File: src/inc/port_status_pkg.sv
// Package with register map, field positions and link-state types of the port status block.
package port_status_pkg;

    // ------------------------------------------------------------
    // Register indices; byte address is four times the index.
    // ------------------------------------------------------------
    localparam logic [9:0] IDX_P1_STAT0 = 10'h01E;
    localparam logic [9:0] IDX_P1_STAT1 = 10'h01F;
    localparam logic [9:0] IDX_P2_STAT0 = 10'h02E;
    localparam logic [9:0] IDX_P2_STAT1 = 10'h02F;
    localparam logic [9:0] IDX_P3_STAT0 = 10'h03E;
    localparam logic [9:0] IDX_P3_STAT1 = 10'h03F;
    localparam logic [9:0] IDX_RESET_CTRL = 10'h043;
    localparam logic [9:0] IDX_RATE_BASE = 10'h0E0;
    localparam logic [9:0] IDX_IRQ_STATUS = 10'h0F0;
    localparam logic [9:0] IDX_IRQ_MASK = 10'h0F1;

    // ------------------------------------------------------------
    // Field positions.
    // ------------------------------------------------------------
    localparam int BIT_PARTNER_10H = 0;
    localparam int BIT_XOVER_SEL = 7;
    localparam int BIT_POL_REV = 5;
    localparam int BIT_TX_PAUSE = 4;
    localparam int BIT_RX_PAUSE = 3;
    localparam int BIT_SPEED = 2;
    localparam int BIT_DUPLEX = 1;
    localparam int BIT_FAR_FAULT = 0;
    localparam int BIT_SOFT_RESET = 4;
    localparam int BIT_PCS_RESET = 0;
    localparam int IRQ_BIT_FAULT = 3;

    // ------------------------------------------------------------
    // Reset values and sizes.
    // ------------------------------------------------------------
    localparam logic XOVER_RESET = 1'b1;
    localparam logic [7:0] RESET_CTRL_RSVD = 8'hE0;
    localparam int NUM_PORTS = 3;
    localparam int PHY_PORT = 1;
    localparam int NUM_RATE = 6;
    localparam int IRQ_W = 4;

    // ------------------------------------------------------------
    // Rate-limit encoding.
    // ------------------------------------------------------------
    localparam logic [6:0] RATE_MAX_100 = 7'h63;
    localparam logic [6:0] RATE_MAX_10 = 7'h09;
    localparam logic [6:0] RATE_SUB_BASE = 7'h64;
    localparam logic [6:0] RATE_SUB_MAX = 7'h73;
    localparam logic [16:0] KBPS_PER_MBPS = 17'h003E8;
    localparam logic [16:0] KBPS_SUB_STEP = 17'h00040;
    localparam logic [16:0] KBPS_FULL_100 = 17'h186A0;
    localparam logic [16:0] KBPS_FULL_10 = 17'h02710;

    // Live state of one port as seen by the MAC/PHY.
    typedef struct packed {
        logic partner_10h;
        logic pol_rev;
        logic tx_pause;
        logic rx_pause;
        logic speed100;
        logic full_duplex;
        logic far_fault;
    } link_t;

endpackage

File: src/core/port_status_reset_ratelimit.sv
// Port link status, chip reset control and rate-limit decode behind a Wishbone slave.
//
// Register access over Wishbone was chosen for this implementation.
`timescale 1ns/1ps
// Notes on behaviour
// - Status0 bit0 shows partner 10BT half-duplex.
// - Bit7 selects crossover scheme, resets one.
// - Bit5 shows reversed polarity, copper port only.
// - Bit4 shows transmit pause active.
// - Bit3 shows receive pause active.
// - Bit2 shows speed, one for 100.
// - Bit1 shows duplex, one for full.
// - Bit0 shows far-end fault, port two only.
// - Reset bit4 restores all registers to defaults.
// - Reset bit0 resets the coding sublayer.
// - Rate limit code is seven bits wide.
// - At 100, codes 1..0x63 give Mbps.
// - At 100, codes 0, 0x64 give full.
// - At 10, codes 1..9 give Mbps.
// - At 10, codes 0, 0x0A give full.
module port_status_reset_ratelimit
(
    // Clock and reset
    input wire logic ref_clk,
    input wire logic resetn,
    // Wishbone slave
    input wire logic wb_cyc_i,
    input wire logic wb_stb_i,
    input wire logic wb_we_i,
    input wire logic [11:0] wb_adr_i,
    input wire logic [3:0] wb_sel_i,
    input wire logic [31:0] wb_dat_i,
    output logic [31:0] wb_dat_o,
    output logic wb_ack_o,
    // Live link state, index 0 is port 1
    input wire port_status_pkg::link_t [port_status_pkg::NUM_PORTS-1:0] link_state,
    // Controls to the port logic
    output logic crossover_algorithm_select,
    output logic soft_reset,
    output logic pcs_reset,
    output logic [port_status_pkg::NUM_PORTS-1:0][16:0] ingress_kbps,
    output logic [port_status_pkg::NUM_PORTS-1:0][16:0] egress_kbps,
    // Interrupt
    output logic irq
);

    // ------------------------------------------------------------
    // State.
    // ------------------------------------------------------------
    typedef struct packed {
        logic ack;
        logic [31:0] rdata;
        logic [port_status_pkg::NUM_PORTS-1:0][7:0] stat1;
        logic [port_status_pkg::NUM_PORTS-1:0] stat0;
        logic [port_status_pkg::NUM_PORTS-1:0] xover;
        logic soft_pulse;
        logic pcs;
        logic [port_status_pkg::NUM_RATE-1:0][6:0] rate_code;
        logic [port_status_pkg::NUM_RATE-1:0][16:0] rate_kbps;
        logic [port_status_pkg::IRQ_W-1:0] irq_status;
        logic [port_status_pkg::IRQ_W-1:0] irq_mask;
        logic irq;
    } state_t;

    state_t s;
    state_t next_s;
    logic [1:0] rst_sync;
    logic rst_n;

    // ------------------------------------------------------------
    // Reset release.
    // ------------------------------------------------------------
    always_ff @(posedge ref_clk or negedge resetn)
    begin
        if (!resetn)
        begin
            rst_sync <= 2'h0;
        end
        else
        begin
            rst_sync <= {rst_sync[0], 1'b1};
        end
    end
    assign rst_n = rst_sync[1];

    // ------------------------------------------------------------
    // Rate-limit decode.
    // ------------------------------------------------------------
    // Codes that name no limit at the current speed fall back to full rate,
    // so a stale 100 Mbps code never throttles a 10 Mbps link to zero.
    function automatic logic [16:0] decode_rate(input logic [6:0] code, input logic fast);
        logic [16:0] full;
        logic [6:0] top;
        if (fast)
        begin
            full = port_status_pkg::KBPS_FULL_100;
            top = port_status_pkg::RATE_MAX_100;
        end
        else
        begin
            full = port_status_pkg::KBPS_FULL_10;
            top = port_status_pkg::RATE_MAX_10;
        end

        // Sub-megabit codes mean the same at both speeds.
        if (code > port_status_pkg::RATE_SUB_BASE && code <= port_status_pkg::RATE_SUB_MAX)
        begin
            decode_rate = 17'(code - port_status_pkg::RATE_SUB_BASE)
                * port_status_pkg::KBPS_SUB_STEP;
        end
        else if (code != 7'h00 && code <= top)
        begin
            decode_rate = 17'(code) * port_status_pkg::KBPS_PER_MBPS;
        end
        else
        begin
            decode_rate = full;
        end
    endfunction

    // ------------------------------------------------------------
    // Reset value.
    // ------------------------------------------------------------
    function automatic state_t reset_state();
        state_t r;
        r = '0;
        r.xover = {port_status_pkg::NUM_PORTS{port_status_pkg::XOVER_RESET}};
        for (int i = 0; i < port_status_pkg::NUM_RATE; i++)
        begin
            r.rate_kbps[i] = port_status_pkg::KBPS_FULL_10;
        end
        reset_state = r;
    endfunction

    // ------------------------------------------------------------
    // Next state.
    // ------------------------------------------------------------
    always_comb
    begin
        logic req;
        logic wr;
        logic [9:0] idx;
        logic [7:0] wbyte;
        logic [7:0] rbyte;
        logic [7:0] live;
        logic [port_status_pkg::IRQ_W-1:0] events;
        logic [port_status_pkg::IRQ_W-1:0] clr;
        req = 1'b0;
        wr = 1'b0;
        idx = 10'h000;
        wbyte = 8'h00;
        rbyte = 8'h00;
        live = 8'h00;
        events = '0;
        clr = '0;
        next_s = s;

        // ------------------------------------------------------------
        // Software reset.
        // ------------------------------------------------------------
        // A software reset restores every register but leaves the bus answer alone.
        // No strap values live in this block, so nothing is held back.
        if (s.soft_pulse)
        begin
            next_s = reset_state();
            next_s.ack = s.ack;
            next_s.rdata = s.rdata;
        end

        // ------------------------------------------------------------
        // Live status.
        // ------------------------------------------------------------
        // Live status is sampled every cycle; no write path reaches it.
        for (int p = 0; p < port_status_pkg::NUM_PORTS; p++)
        begin
            live = 8'h00;
            live[port_status_pkg::BIT_TX_PAUSE] = link_state[p].tx_pause;
            live[port_status_pkg::BIT_RX_PAUSE] = link_state[p].rx_pause;
            live[port_status_pkg::BIT_SPEED] = link_state[p].speed100;
            live[port_status_pkg::BIT_DUPLEX] = link_state[p].full_duplex;
            if (p == port_status_pkg::PHY_PORT)
            begin
                live[port_status_pkg::BIT_POL_REV] = link_state[p].pol_rev;
                live[port_status_pkg::BIT_FAR_FAULT] = link_state[p].far_fault;
            end
            next_s.stat1[p] = live;
            next_s.stat0[p] = link_state[p].partner_10h;
            if (live != s.stat1[p])
            begin
                events[p] = 1'b1;
            end
        end
        events[port_status_pkg::IRQ_BIT_FAULT] =
            link_state[port_status_pkg::PHY_PORT].far_fault
            & ~s.stat1[port_status_pkg::PHY_PORT][port_status_pkg::BIT_FAR_FAULT];

        // ------------------------------------------------------------
        // Rate limits.
        // ------------------------------------------------------------
        // Rate limits follow the live speed of their own port, so a speed change
        // takes effect one cycle later without software help.
        for (int r = 0; r < port_status_pkg::NUM_RATE; r++)
        begin
            next_s.rate_kbps[r] = decode_rate(next_s.rate_code[r],
                link_state[r / 2].speed100);
        end

        // Soft reset pulse clears itself after one cycle.
        next_s.soft_pulse = 1'b0;

        // ------------------------------------------------------------
        // Bus access.
        // ------------------------------------------------------------
        // One cycle to answer, ack dropped the cycle after.
        req = wb_cyc_i & wb_stb_i & ~s.ack;
        wr = req & wb_we_i & wb_sel_i[0];
        idx = wb_adr_i[11:2];
        wbyte = wb_dat_i[7:0];
        next_s.ack = req;

        // ------------------------------------------------------------
        // Read multiplexer.
        // ------------------------------------------------------------
        case (idx)
            port_status_pkg::IDX_P1_STAT0:
            begin
                rbyte = {7'h00, s.stat0[0]};
            end

            port_status_pkg::IDX_P2_STAT0:
            begin
                rbyte = {7'h00, s.stat0[1]};
            end

            port_status_pkg::IDX_P3_STAT0:
            begin
                rbyte = {7'h00, s.stat0[2]};
            end

            port_status_pkg::IDX_P1_STAT1:
            begin
                rbyte = {s.xover[0], s.stat1[0][6:0]};
            end

            port_status_pkg::IDX_P2_STAT1:
            begin
                rbyte = {s.xover[1], s.stat1[1][6:0]};
            end

            port_status_pkg::IDX_P3_STAT1:
            begin
                rbyte = {s.xover[2], s.stat1[2][6:0]};
            end

            // The soft reset bit is a strobe and always reads back as zero.
            port_status_pkg::IDX_RESET_CTRL:
            begin
                rbyte = port_status_pkg::RESET_CTRL_RSVD | {7'h00, s.pcs};
            end

            port_status_pkg::IDX_IRQ_STATUS:
            begin
                rbyte = {4'h0, s.irq_status};
            end

            port_status_pkg::IDX_IRQ_MASK:
            begin
                rbyte = {4'h0, s.irq_mask};
            end

            default:
            begin
                rbyte = 8'h00;
                for (int r = 0; r < port_status_pkg::NUM_RATE; r++)
                begin
                    if (idx == port_status_pkg::IDX_RATE_BASE + 10'(r))
                    begin
                        rbyte = {1'b0, s.rate_code[r]};
                    end
                end
            end
        endcase

        // Read data is held until the next read, so a slow master still finds it.
        if (req && !wb_we_i)
        begin
            next_s.rdata = {24'h000000, rbyte};
        end

        // ------------------------------------------------------------
        // Register writes.
        // ------------------------------------------------------------
        // Only the low byte lane carries data, so a write without sel[0] is dropped.
        if (wr)
        begin
            case (idx)
                port_status_pkg::IDX_P1_STAT1:
                begin
                    next_s.xover[0] = wbyte[port_status_pkg::BIT_XOVER_SEL];
                end

                port_status_pkg::IDX_P2_STAT1:
                begin
                    next_s.xover[1] = wbyte[port_status_pkg::BIT_XOVER_SEL];
                end

                port_status_pkg::IDX_P3_STAT1:
                begin
                    next_s.xover[2] = wbyte[port_status_pkg::BIT_XOVER_SEL];
                end

                port_status_pkg::IDX_RESET_CTRL:
                begin
                    next_s.soft_pulse = wbyte[port_status_pkg::BIT_SOFT_RESET];
                    next_s.pcs = wbyte[port_status_pkg::BIT_PCS_RESET];
                end

                port_status_pkg::IDX_IRQ_STATUS:
                begin
                    clr = wbyte[port_status_pkg::IRQ_W-1:0];
                end

                port_status_pkg::IDX_IRQ_MASK:
                begin
                    next_s.irq_mask = wbyte[port_status_pkg::IRQ_W-1:0];
                end

                default:
                begin
                    for (int r = 0; r < port_status_pkg::NUM_RATE; r++)
                    begin
                        if (idx == port_status_pkg::IDX_RATE_BASE + 10'(r))
                        begin
                            next_s.rate_code[r] = wbyte[6:0];
                        end
                    end
                end
            endcase
        end

        // ------------------------------------------------------------
        // Interrupts.
        // ------------------------------------------------------------
        // An event in the clearing cycle survives the clear.
        next_s.irq_status = (next_s.irq_status & ~clr) | events;
        next_s.irq = |(next_s.irq_status & next_s.irq_mask);
    end

    always_ff @(posedge ref_clk or negedge rst_n)
    begin
        if (!rst_n)
        begin
            s <= reset_state();
        end
        else
        begin
            s <= next_s;
        end
    end

    // ------------------------------------------------------------
    // Outputs.
    // ------------------------------------------------------------
    assign wb_dat_o = s.rdata;
    assign wb_ack_o = s.ack;
    assign crossover_algorithm_select = s.xover[port_status_pkg::PHY_PORT];
    assign soft_reset = s.soft_pulse;
    assign pcs_reset = s.pcs;
    assign irq = s.irq;
    always_comb
    begin
        for (int p = 0; p < port_status_pkg::NUM_PORTS; p++)
        begin
            ingress_kbps[p] = s.rate_kbps[2 * p];
            egress_kbps[p] = s.rate_kbps[2 * p + 1];
        end
    end

endmodule

File: config.mk
export PLATFORM = sky130hd
export DESIGN_NAME = port_status_reset_ratelimit
export DESIGN_NICKNAME = d
export VERILOG_FILES = /design/src/inc/port_status_pkg.sv /design/src/core/port_status_reset_ratelimit.sv
export SDC_FILE = /design/constraint.sdc
export NUM_CORES = 1
export LEC_CHECK = 0
export BUFFER_PORTS_ARGS = -buffer_cell sky130_fd_sc_hd__buf_2
export CORE_UTILIZATION = 25
export DETAILED_ROUTE_END_ITERATION = 12
export PLACE_DENSITY = 0.49
export SYNTH_ARGS = -nofsm -noshare
export SYNTH_HDL_FRONTEND = slang
export SYNTH_SLANG_ARGS = --single-unit
File: constraint.sdc
create_clock -name ref_clk -period 12.7 [get_ports ref_clk]
set_clock_uncertainty 0.05 [all_clocks]
set_input_delay 0.635 -clock ref_clk [delete_from_list [all_inputs] [get_ports ref_clk]]
set_output_delay 0.635 -clock ref_clk [all_outputs]
set_load 0.02 [all_outputs]
==> qor.yml, run 1 <==
status: "finished, final reports clean"
finalHoldViolCount: 0
swShare: 0.337
grt_pass1_vias: 13000
crit_required_ps: 13000
p_comb_frac: 0.273
ios: 213
antenna_found_initial: 1
start_util: 0.252
p_clk_frac: 0.342
setup_violations: 0
first_iter_violations: 747
final_core_util: 0.273
clock-sinks: 168
post_cts.repair.setup_buffers: 0
wirelength_um: 46800
vias_per_cell: 4.61
ys_seq_area_frac: 0.245
route.detailed.drc: 0
slew_viol_final: 0
dpl_cell_area_um2: 18100
power_mw: 1.56
synth_top_area_frac: 0.209
relSlewSlack: 0.201
ir_worst_vdd_mv: 0.0989
synth_area_um2: 17300
pwr_density_cell_nw_per_um2: 83.3
switching_power_mw: 0.525
num-fill-cells: 7282
num_vias: 12900
num_antenna_cells: 0
std_cell_rows: 96
synth_flop_cell: "dfrtp_1"
ys_async_sr_fraction: 1.00
root_buffer: "clkbuf_16"
seqPwrFrac: 0.385
clk_latency_ps: 490
die_h_um: 265
place_hpwl_um: 37000
cp-end-kind: "flop"
min_path_type: "in2reg"
start_kind: "flop"
htree_levels: 4
clkTransAtPathRegs_ps: 70
die_w_um: 265
synthTopCellsByCount: "ha_1 (289), inv_1 (171), buf_4 (138)"
fin_nets: 2303
grt_pass1_wl_um: 74000
fin_cells: 2794
syn_avg_cell_area_um2: 9.45
fin_crit_sh: 0.465
drt.antenna.violating_nets: 0
portBuffers: 137
cts_max_path_buffers: 2
drtPass1Iterations: 5
synth_most_common_cell: "ha_1"
area_growth_pct: 8.02
gr-total-overflow: 0
drive_gt1_frac: 0.144
internal_power_mw: 1.03
synth_cell_types: 84
coreArea_um2: 68600
p_leak_nw: 8.63
synthTopCellsByArea: "ha_1 (21%), dfrtp_1 (20%), fa_1 (10%)"
rsz0062_at_grt: "no"
final_area_um2: 18700
drt-wirelength-per-cell_um: 16.7
yosysWarnings: 0
grtUsageTotal: 0.136
max_freq_mhz: 169
cts_inserted_buffers: 17
crit_fanout: 54
worstSetupPathType: "reg2reg"
grt_max_degree: 62
syn-instance-count: 1833
fin_crit_ps: 5910
synth_edf_count: 0
dieArea_um2: 70300
tritoncts: "yes"
ys_seq_elements: 168
fin_tns_setup_ps: 0
place.gp.congestion: 0.862
ctsResizeCount: 0
dp_cells: 2761
synth.largest_area_cell: "ha_1"
tightestPinTransition_ps: 1200
cap_violations: 0
worstPathArrival_ps: 6210
==> flip-flops by register name, indices dropped and copies added, names as in the netlist <==
name,flops
ingress_kbps,42
soft_reset,1
irq,1
wb_dat_o,8
crossover_algorithm_select,1
s,69
rst_sync,2
pcs_reset,1
wb_ack_o,1
egress_kbps,42
==> cell usage in the layout (no fill, tap or decap), types with 9 or more instances in the layout <==
cell | synthesis | layout
a211oi_1 | 18 | 18
a21o_1 | 13 | 13
a21oi_1 | 90 | 90
a22oi_1 | 11 | 11
a31oi_1 | 10 | 10
and2_1 | 16 | 16
and3_1 | 16 | 16
buf_2 | 12 | 137
clkbuf_16 | 0 | 17
conb_1 | 2 | 43
dfrtp_1 | 135 | 133
dfstp_2 | 33 | 33
fa_1 | 90 | 90
ha_1 | 289 | 289
inv_1 | 171 | 171
mux2_2 | 16 | 16
mux2i_1 | 20 | 20
nand2_1 | 128 | 128
nand2b_1 | 23 | 23
nand3_1 | 32 | 32
nand4_1 | 17 | 17
nor2_1 | 87 | 87
nor2b_1 | 30 | 30
nor3_1 | 25 | 25
o211ai_1 | 9 | 9
o21a_1 | 12 | 12
o21ai_0 | 97 | 97
o21bai_1 | 9 | 9
o22ai_1 | 25 | 25
o31ai_1 | 19 | 19
or2_2 | 14 | 14
xnor2_1 | 50 | 50
xor2_1 | 31 | 31
==> what timing repair did <==
action,in CTS,in global routing
hold buffers,1,0
endpoints found under the setup margin,0,0
endpoints found under the hold margin,2,0
==> per-stage QoR <==
step / worst slack [ps] / hold WS [ps]
global route: 6400 / 173
detailed placement: 6800 / 289
floorplan: 7160 / 281
global placement: 6880 / 287
CTS: 6740 / 156
finish: 6790 / 201
==> cell type report <==
class | count | area, µm² | area share
multi-input combinational | 1346 | 11300 | 0.605
sequential | 168 | 4250 | 0.227
tap | 931 | 1160 | 0.0623
timing repair buffer | 145 | 748 | 0.0400
inverter | 172 | 647 | 0.0346
clock buffer | 23 | 478 | 0.0256
clock inverter | 9 | 93.8 | 0.00502
==> kinds of logic (layout without fill, tap and decap cells) <==
logic type,after synthesis,in the layout,synth area share
xor+xnor,81,81,0.0410
buf+inv,360,349,0.111
fa+ha+maj,379,379,0.313
simple gates,432,432,0.126
other cells,2,43,0.000434
compound gates,374,374,0.140
mux,37,37,0.0233
flops,168,168,0.245
==> path summary, 6_finish.rpt <==
path / start / end / slack [ps] / depth (start not counted)
max: soft_reset$_DFF_PN0_ / ingress_kbps[49]$_DFF_PN0_ / 6790 / 16
min: link_state[13] / s[159]$_DFF_PN0_ / 200 / 1
max reg2reg: soft_reset$_DFF_PN0_ / ingress_kbps[49]$_DFF_PN0_ / 6790 / 16
min reg2reg: rst_sync[0]$_DFF_PN0_ / rst_sync[1]$_DFF_PN0_ / 300 / 0
max in group asynchronous: rst_sync[1]$_DFF_PN0_ / soft_reset$_DFF_PN0_ / 10210 / 2
min in group asynchronous: rst_sync[1]$_DFF_PN0_ / s[159]$_DFF_PN0_ / 330 / 0
==> power groups by stage <==
stage	logic [mW]	registers, mW	clock network, mW
global placement	0.423	0.610	0
CTS	0.429	0.601	0.554
floorplan	0.364	0.608	0
detailed placement	0.427	0.611	0
global route	0.472	0.605	0.572
finish	0.426	0.600	0.532
==> worst max-delay path: stages, from the launching register on <==
cell and delay (ps):
dfrtp_2 370, buf_4 580, nand2b_1 520, inv_1 310, ha_1 370, fa_1 480
inv_1 50, fa_1 480, fa_1 520, inv_1 40, ha_1 300, nand2_1 80
o311ai_0 740, nor2_1 120, o21ai_0 290, nor2_1 90, o41a_1 380
==> metal layers <==
| metal | GRT usage | vias to the layer above | routed length, µm |
|---|---|---|---|
| met5 | 0 | - | 13 |
| met4 | 0.0423 | 2 | 814 |
| met3 | 0.0246 | 43 | 2160 |
| met2 | 0.214 | 299 | 21000 |
| met1 | 0.188 | 6349 | 22800 |
| li1 | - | 6177 | - |
Note: power is estimated with default switching activity, not from simulation.
==> run 2, diff against run 1 <==
--- a/config.mk
+++ b/config.mk
@@ -8,7 +8,7 @@
 export BUFFER_PORTS_ARGS = -buffer_cell sky130_fd_sc_hd__buf_2
 export CORE_UTILIZATION = 25
 export DETAILED_ROUTE_END_ITERATION = 12
-export PLACE_DENSITY = 0.49
+export PLACE_DENSITY = 0.5
 export SYNTH_ARGS = -nofsm -noshare
 export SYNTH_HDL_FRONTEND = slang
 export SYNTH_SLANG_ARGS = --single-unit
==> constraint.sdc (replaced) <==
create_clock -name ref_clk -period 5.2 [get_ports ref_clk]
set_clock_uncertainty 0.05 [all_clocks]
set_input_delay 0.26 -clock ref_clk [delete_from_list [all_inputs] [get_ports ref_clk]]
set_output_delay 0.26 -clock ref_clk [all_outputs]
set_load 0.02 [all_outputs]
==> run 2 against run 1 <==
Effect of this change: sequential share of layout area fell by 0.80 points; hold slack got worse by 140 ps; combinational power rose by 150%; final cell count rose by 2.8%; largest cell class unchanged; critical path depth rose by 1; largest power group unchanged; first-iteration DRC count rose by 29%; highest routed layer unchanged; flip-flop and latch count did not move; via count rose by 2.0%; global-route usage rose by 0.46 points; maximum frequency rose by 19%.
==> qor.yml, run 2 (synthesized netlist as in run 1, its figures left out) <==
drt-wirelength-per-cell_um: 17.0
root_buffer: "clkbuf_16"
max_freq_mhz: 202
worstSetupStartpoint: "soft_reset$_DFF_PN0_"
worstSetupPathType: "reg2reg"
cap_violations: 0
r2r_end: "egress_kbps[15]$_DFF_PN0_"
drt.antenna.violating_nets: 0
hold_end: "s[179]$_DFF_PN0_"
final_core_util: 0.283
worstPathArrival_ps: 5320
p_comb_frac: 0.276
route.detailed.drc: 0
rr_worst_depth: 17
largest_reg_flops: 69
min_path_type: "in2reg"
area_growth_pct: 11.9
final_common_cell: "ha_1"
rsz0062_at_grt: "no"
start_util: 0.252
slew_viol_final: 0
gr-total-overflow: 0
status: "finished, final reports clean"
final_area_um2: 19400
pwr_density_cell_nw_per_um2: 199
fin_nets: 2380
dpl_cell_area_um2: 18600
p_clk_frac: 0.342
finalHoldViolCount: 0
grt_max_degree: 73
grt_pass1_wl_um: 76500
hold_depth: 1
internal_power_mw: 2.53
num-fill-cells: 7260
die_w_um: 265
drive_gt1_frac: 0.173
min_from: "link_state[16]"
p_leak_nw: 8.99
place.gp.congestion: 0.884
dieArea_um2: 70300
clk_latency_ps: 490
portBuffers: 137
fin_crit_sh: 0.954
htree_levels: 4
cp-end-kind: "flop"
start_kind: "flop"
final_cell_mix: "ha_1 (288), inv_1 (171), buf_2 (137)"
setup_violations: 0
die_h_um: 265
grtUsageTotal: 0.141
top_register: "s"
tightestPinTransition_ps: 1070
crit_fanout: 11
wirelength_um: 48700
antenna_found_initial: 5
ir_worst_vdd_mv: 0.258
coreArea_um2: 68600
tritoncts: "yes"
num_vias: 13100
grt_pass1_vias: 13400
reg2reg_slack_ps: 240
first_iter_violations: 961
place_hpwl_um: 38900
crit_required_ps: 5570
ios: 213
relSlewSlack: 0.278
vias_per_cell: 4.57
fin_crit_ps: 4960
seqPwrFrac: 0.382
cts_max_path_buffers: 2
clkTransAtPathRegs_ps: 80
drtPass1Iterations: 5
switching_power_mw: 1.33
r2r-start: "soft_reset$_DFF_PN0_"
swShare: 0.344
std_cell_rows: 96
cts_inserted_buffers: 17
clock-sinks: 168
-- run 2: layout make-up --
type | instances | area (µm²) | area share
Clock buffer | 19 | 443 | 0.0228
Multi-Input combinational cell | 1346 | 11400 | 0.586
Sequential cell | 168 | 4250 | 0.219
Clock inverter | 13 | 136 | 0.00703
Timing Repair Buffer | 222 | 1380 | 0.0714
Inverter | 172 | 647 | 0.0334
Antenna cell | 1 | 2.50 | 0.000129
Tap cell | 931 | 1160 | 0.0601
-- run 2: power by group through the flow --
stage | Combinational [mW] | Sequential, mW | Clock, mW
after floorplan | 0.889 | 1.49 | 0
after global placement | 1.04 | 1.50 | 0
after detailed placement | 1.04 | 1.50 | 0
after CTS | 1.06 | 1.48 | 1.38
after global routing | 1.18 | 1.49 | 1.41
final | 1.06 | 1.47 | 1.32
-- run 2: timing repair --
action | CTS | global route
setup buffers | 0 | 0
setup endpoints to repair | 0 | 7
endpoints found under the hold margin | 19 | 0
hold buffers | 19 | 0
resized for setup | 0 | 6
-- run 2: critical path: stages (launching register included) --
cell and delay (ps):
dfrtp_2 440, clkinv_2 190, buf_4 250, nand2_1 90, ha_1 350, ha_1 330
fa_1 500, inv_1 50, fa_1 510, fa_1 550, inv_1 50, ha_1 340
o211ai_1 100, o21ai_0 380, o31ai_2 140, nand4b_1 200, a31o_2 220, a21oi_1 140
-- run 2: routing by layer --
| layer | share of wire | track usage |
|---|---|---|
| met3 | 0.043 | 0.0217 |
| met2 | 0.48 | 0.239 |
| met5 | 0.00090 | 0 |
| met4 | 0.014 | 0.0372 |
| met1 | 0.46 | 0.185 |
-- run 2: worst max-delay path by stage --
stage / end / cells past startpoint / slack (ps)
after floorplan: ingress_kbps[50]$_DFF_PN0_ / 19 / -150
after global placement: ingress_kbps[33]$_DFF_PN0_ / 17 / 230
after detailed placement: egress_kbps[15]$_DFF_PN0_ / 17 / 200
after CTS: ingress_kbps[16]$_DFF_PN0_ / 17 / 170
after global routing: egress_kbps[15]$_DFF_PN0_ / 17 / 20
final: egress_kbps[15]$_DFF_PN0_ / 17 / 240
-- run 2: through the flow --
stage	total power, mW	setup slack [ps]	setup TNS, ps	instances	hold WS (ps)
6_report	3.86	241	0	2872	59.3
5_1_grt	4.08	17.6	0	2871	44.3
4_1_cts	3.92	174	0	2871	26.7
3_5_place_dp	2.55	203	0	2820	3.06
3_3_place_gp	2.54	231	0	2820	-4.10
2_1_floorplan	2.37	-154	-891	1874	-85.6
==> run 3, diff against run 2 <==
--- a/config.mk
+++ b/config.mk
@@ -5,10 +5,11 @@
 export SDC_FILE = /design/constraint.sdc
 export NUM_CORES = 1
 export LEC_CHECK = 0
+export ABC_AREA = 1
 export BUFFER_PORTS_ARGS = -buffer_cell sky130_fd_sc_hd__buf_2
 export CORE_UTILIZATION = 25
 export DETAILED_ROUTE_END_ITERATION = 12
-export PLACE_DENSITY = 0.5
+export PLACE_DENSITY = 0.49
 export SYNTH_ARGS = -nofsm -noshare
 export SYNTH_HDL_FRONTEND = slang
 export SYNTH_SLANG_ARGS = --single-unit
==> constraint.sdc (replaced) <==
create_clock -name ref_clk -period 4.7 [get_ports ref_clk]
set_clock_uncertainty 0.05 [all_clocks]
set_input_delay 0.235 -clock ref_clk [delete_from_list [all_inputs] [get_ports ref_clk]]
set_output_delay 0.235 -clock ref_clk [all_outputs]
set_load 0.02 [all_outputs]
==> run 3 against run 2 <==
Effect of this change: total power decreased by 2.5%; critical path type unchanged; area after synthesis increased by 2.5%; clock-buffer cell count decreased by 2; maximum frequency increased by 10%; non-clock buffer count decreased by 9; sequential power increased by 6%; combinational power decreased by 38%.
==> qor.yml, run 3 <==
status: "finished, final reports clean"
p_leak_nw: 10.1
place.gp.congestion: 0.885
synth_cell_types: 46
worstPathArrival_ps: 4800
fin_nets: 2774
post_cts.repair.setup_buffers: 0
portBuffers: 137
hold_end: "wb_dat_o[3]$_DFFE_PN0P_"
setup_violations: 0
gr-total-overflow: 0
antenna_found_initial: 6
cp-end-kind: "flop"
root_buffer: "clkbuf_16"
start_kind: "flop"
top_register: "s"
place_hpwl_um: 40300
synth_most_common_cell: "nand2_1"
htree_levels: 4
clkTransAtPathRegs_ps: 80
grtUsageTotal: 0.141
drt-wirelength-per-cell_um: 15.1
largest_reg_flops: 69
dp_cells: 3215
synthTopCellsByCount: "nand2_1 (370), inv_1 (315), ha_1 (289)"
coreArea_um2: 70100
min_from: "wb_we_i"
cts_inserted_buffers: 17
std_cell_rows: 97
fin_crit_sh: 0.956
grt_pass1_vias: 14100
grt_pass1_wl_um: 78000
yosysWarnings: 0
synth_top_area_frac: 0.204
multi_input_area_um2: 11300
grt_max_degree: 112
clock-sinks: 168
drt.antenna.violating_nets: 0
min_path_type: "in2reg"
syn_avg_cell_area_um2: 8.07
relSlewSlack: 0.385
wirelength_um: 49600
ys_seq_elements: 168
pwr_density_cell_nw_per_um2: 188
synth_flop_cell: "dfrtp_1"
synth_area_um2: 17800
fin_tns_setup_ps: 0
synth_edf_count: 0
dieArea_um2: 72100
r2r_end: "ingress_kbps[11]$_DFF_PN0_"
start_util: 0.253
slew_viol_final: 0
r2r-start: "soft_reset$_DFF_PN0_"
finalHoldViolCount: 0
fin_cells: 3276
num_vias: 14200
tightestPinTransition_ps: 914
final_cell_mix: "nand2_1 (370), inv_1 (315), ha_1 (288)"
die_h_um: 269
clk_latency_ps: 500
cts_max_path_buffers: 2
fin_crit_ps: 4490
worstSetupPathType: "reg2reg"
seqCellArea_um2: 4250
vias_per_cell: 4.34
syn-instance-count: 2200
max_freq_mhz: 223
ios: 213
die_w_um: 269
area_growth_pct: 12.5
drtPass1Iterations: 5
first_iter_violations: 795
synth.largest_area_cell: "ha_1"
reg2reg_slack_ps: 210
ir_worst_vdd_mv: 0.191
cap_violations: 0
rr_worst_depth: 17
num-fill-cells: 7754
synthTopCellsByArea: "ha_1 (20%), dfrtp_1 (19%), fa_1 (10%)"
hold_depth: 4
crit_fanout: 17
crit_required_ps: 5000
drive_gt1_frac: 0.144
route.detailed.drc: 0
ys_seq_area_frac: 0.239
ys_async_sr_fraction: 1.00
tritoncts: "yes"
final_common_cell: "nand2_1"
run 3: cell count changes in the layout (fill, tap and decap cells not counted), moves of 20 or more:
cell / before / now
nand2_1: 128 / 370
inv_1: 171 / 315
nand3_1: 32 / 133
nor2_1: 87 / 185
xnor2_1: 50 / 12
nand4_1: 17 / 49
nor2b_1: 28 / 0
xor2_1: 31 / 57
nand2_2: 1 / 25
o21ai_1: 2 / 26
nand2b_1: 23 / 1
mux2i_1: 20 / 0
run 3: kinds of logic after synthesis:
| group | share of synthesized area |
|---|---|
| AO/OA/AOI/OAI | 0.0884 |
| adder cells (fa/ha/maj) | 0.305 |
| XOR/XNOR | 0.0340 |
| flip-flops | 0.239 |
| AND/OR/NAND/NOR | 0.199 |
| buffers and inverters | 0.134 |
| other | 0.000423 |
run 3: how the worst max path moves through the flow:
stage | from | end | slack (ps) | cells after the start
after detailed placement | soft_reset$_DFF_PN0_ | egress_kbps[16]$_DFF_PN0_ | 180 | 17
after global routing | soft_reset$_DFF_PN0_ | ingress_kbps[11]$_DFF_PN0_ | -4 | 19
after global placement | soft_reset$_DFF_PN0_ | egress_kbps[16]$_DFF_PN0_ | 190 | 17
after floorplan | soft_reset$_DFF_PN0_ | egress_kbps[15]$_DFF_PN0_ | 80 | 20
final | soft_reset$_DFF_PN0_ | ingress_kbps[11]$_DFF_PN0_ | 210 | 17
after CTS | soft_reset$_DFF_PN0_ | ingress_kbps[11]$_DFF_PN0_ | 150 | 17
run 3: power breakdown:
group          switching [mW]  internal [mW]  total, mW  leakage [nW]
logic                   0.443          0.218      0.661          7.91
registers              0.0314           1.53       1.56          1.91
clock network           0.725          0.813       1.54         0.303
total                    1.20           2.56       3.76          10.1
run 3: cell type report:
cell class / count / area share
Multi-Input combinational cell: 1583 / 0.566
Sequential cell: 168 / 0.213
Timing Repair Buffer: 213 / 0.0674
Inverter: 337 / 0.0636
Tap cell: 940 / 0.0589
Clock buffer: 17 / 0.0213
Clock inverter: 15 / 0.00990
Timing Repair inverter: 1 / 0.000251
Antenna cell: 2 / 0.000251
run 3: through the flow:
step | power [mW] | util | instance area, µm² | setup WS (ps) | hold slack [ps]
3_3_place_gp | 2.24 | 0.272 | 19100 | 190 | -26.8
3_5_place_dp | 2.24 | 0.272 | 19100 | 176 | -21.7
4_1_cts | 3.82 | 0.284 | 19900 | 147 | 4.16
2_1_floorplan | 2.13 | - | 17900 | 77.3 | -111
5_1_grt | 3.95 | 0.285 | 20000 | -4.24 | 51.5
6_report | 3.76 | 0.285 | 20000 | 206 | 42.3
run 3: repair_timing:
action	CTS	global route
endpoints found under the setup margin	0	16
gates resized for setup	0	6
hold buffers	26	0
hold endpoints to repair	28	0
run 3: metal layers:
layer	global-route usage	vias to the layer above	routed length (µm)
met5	0	-	36
met4	0.0413	8	960
met3	0.0269	61	2180
met2	0.232	260	23200
met1	0.186	6680	23200
li1	-	7196	-
run 3: worst max-delay path, stage by stage, from the launching register on:
cell and delay [ps]:
dfrtp_2 460, buf_12 180, nor2_1 150, inv_1 160
ha_4 290, ha_1 280, inv_1 50, fa_1 560
fa_1 440, fa_1 510, inv_1 40, ha_1 340
nand2_1 110, a21oi_1 50, or2_2 290, a21oi_1 150
xor2_1 160, o22ai_1 90
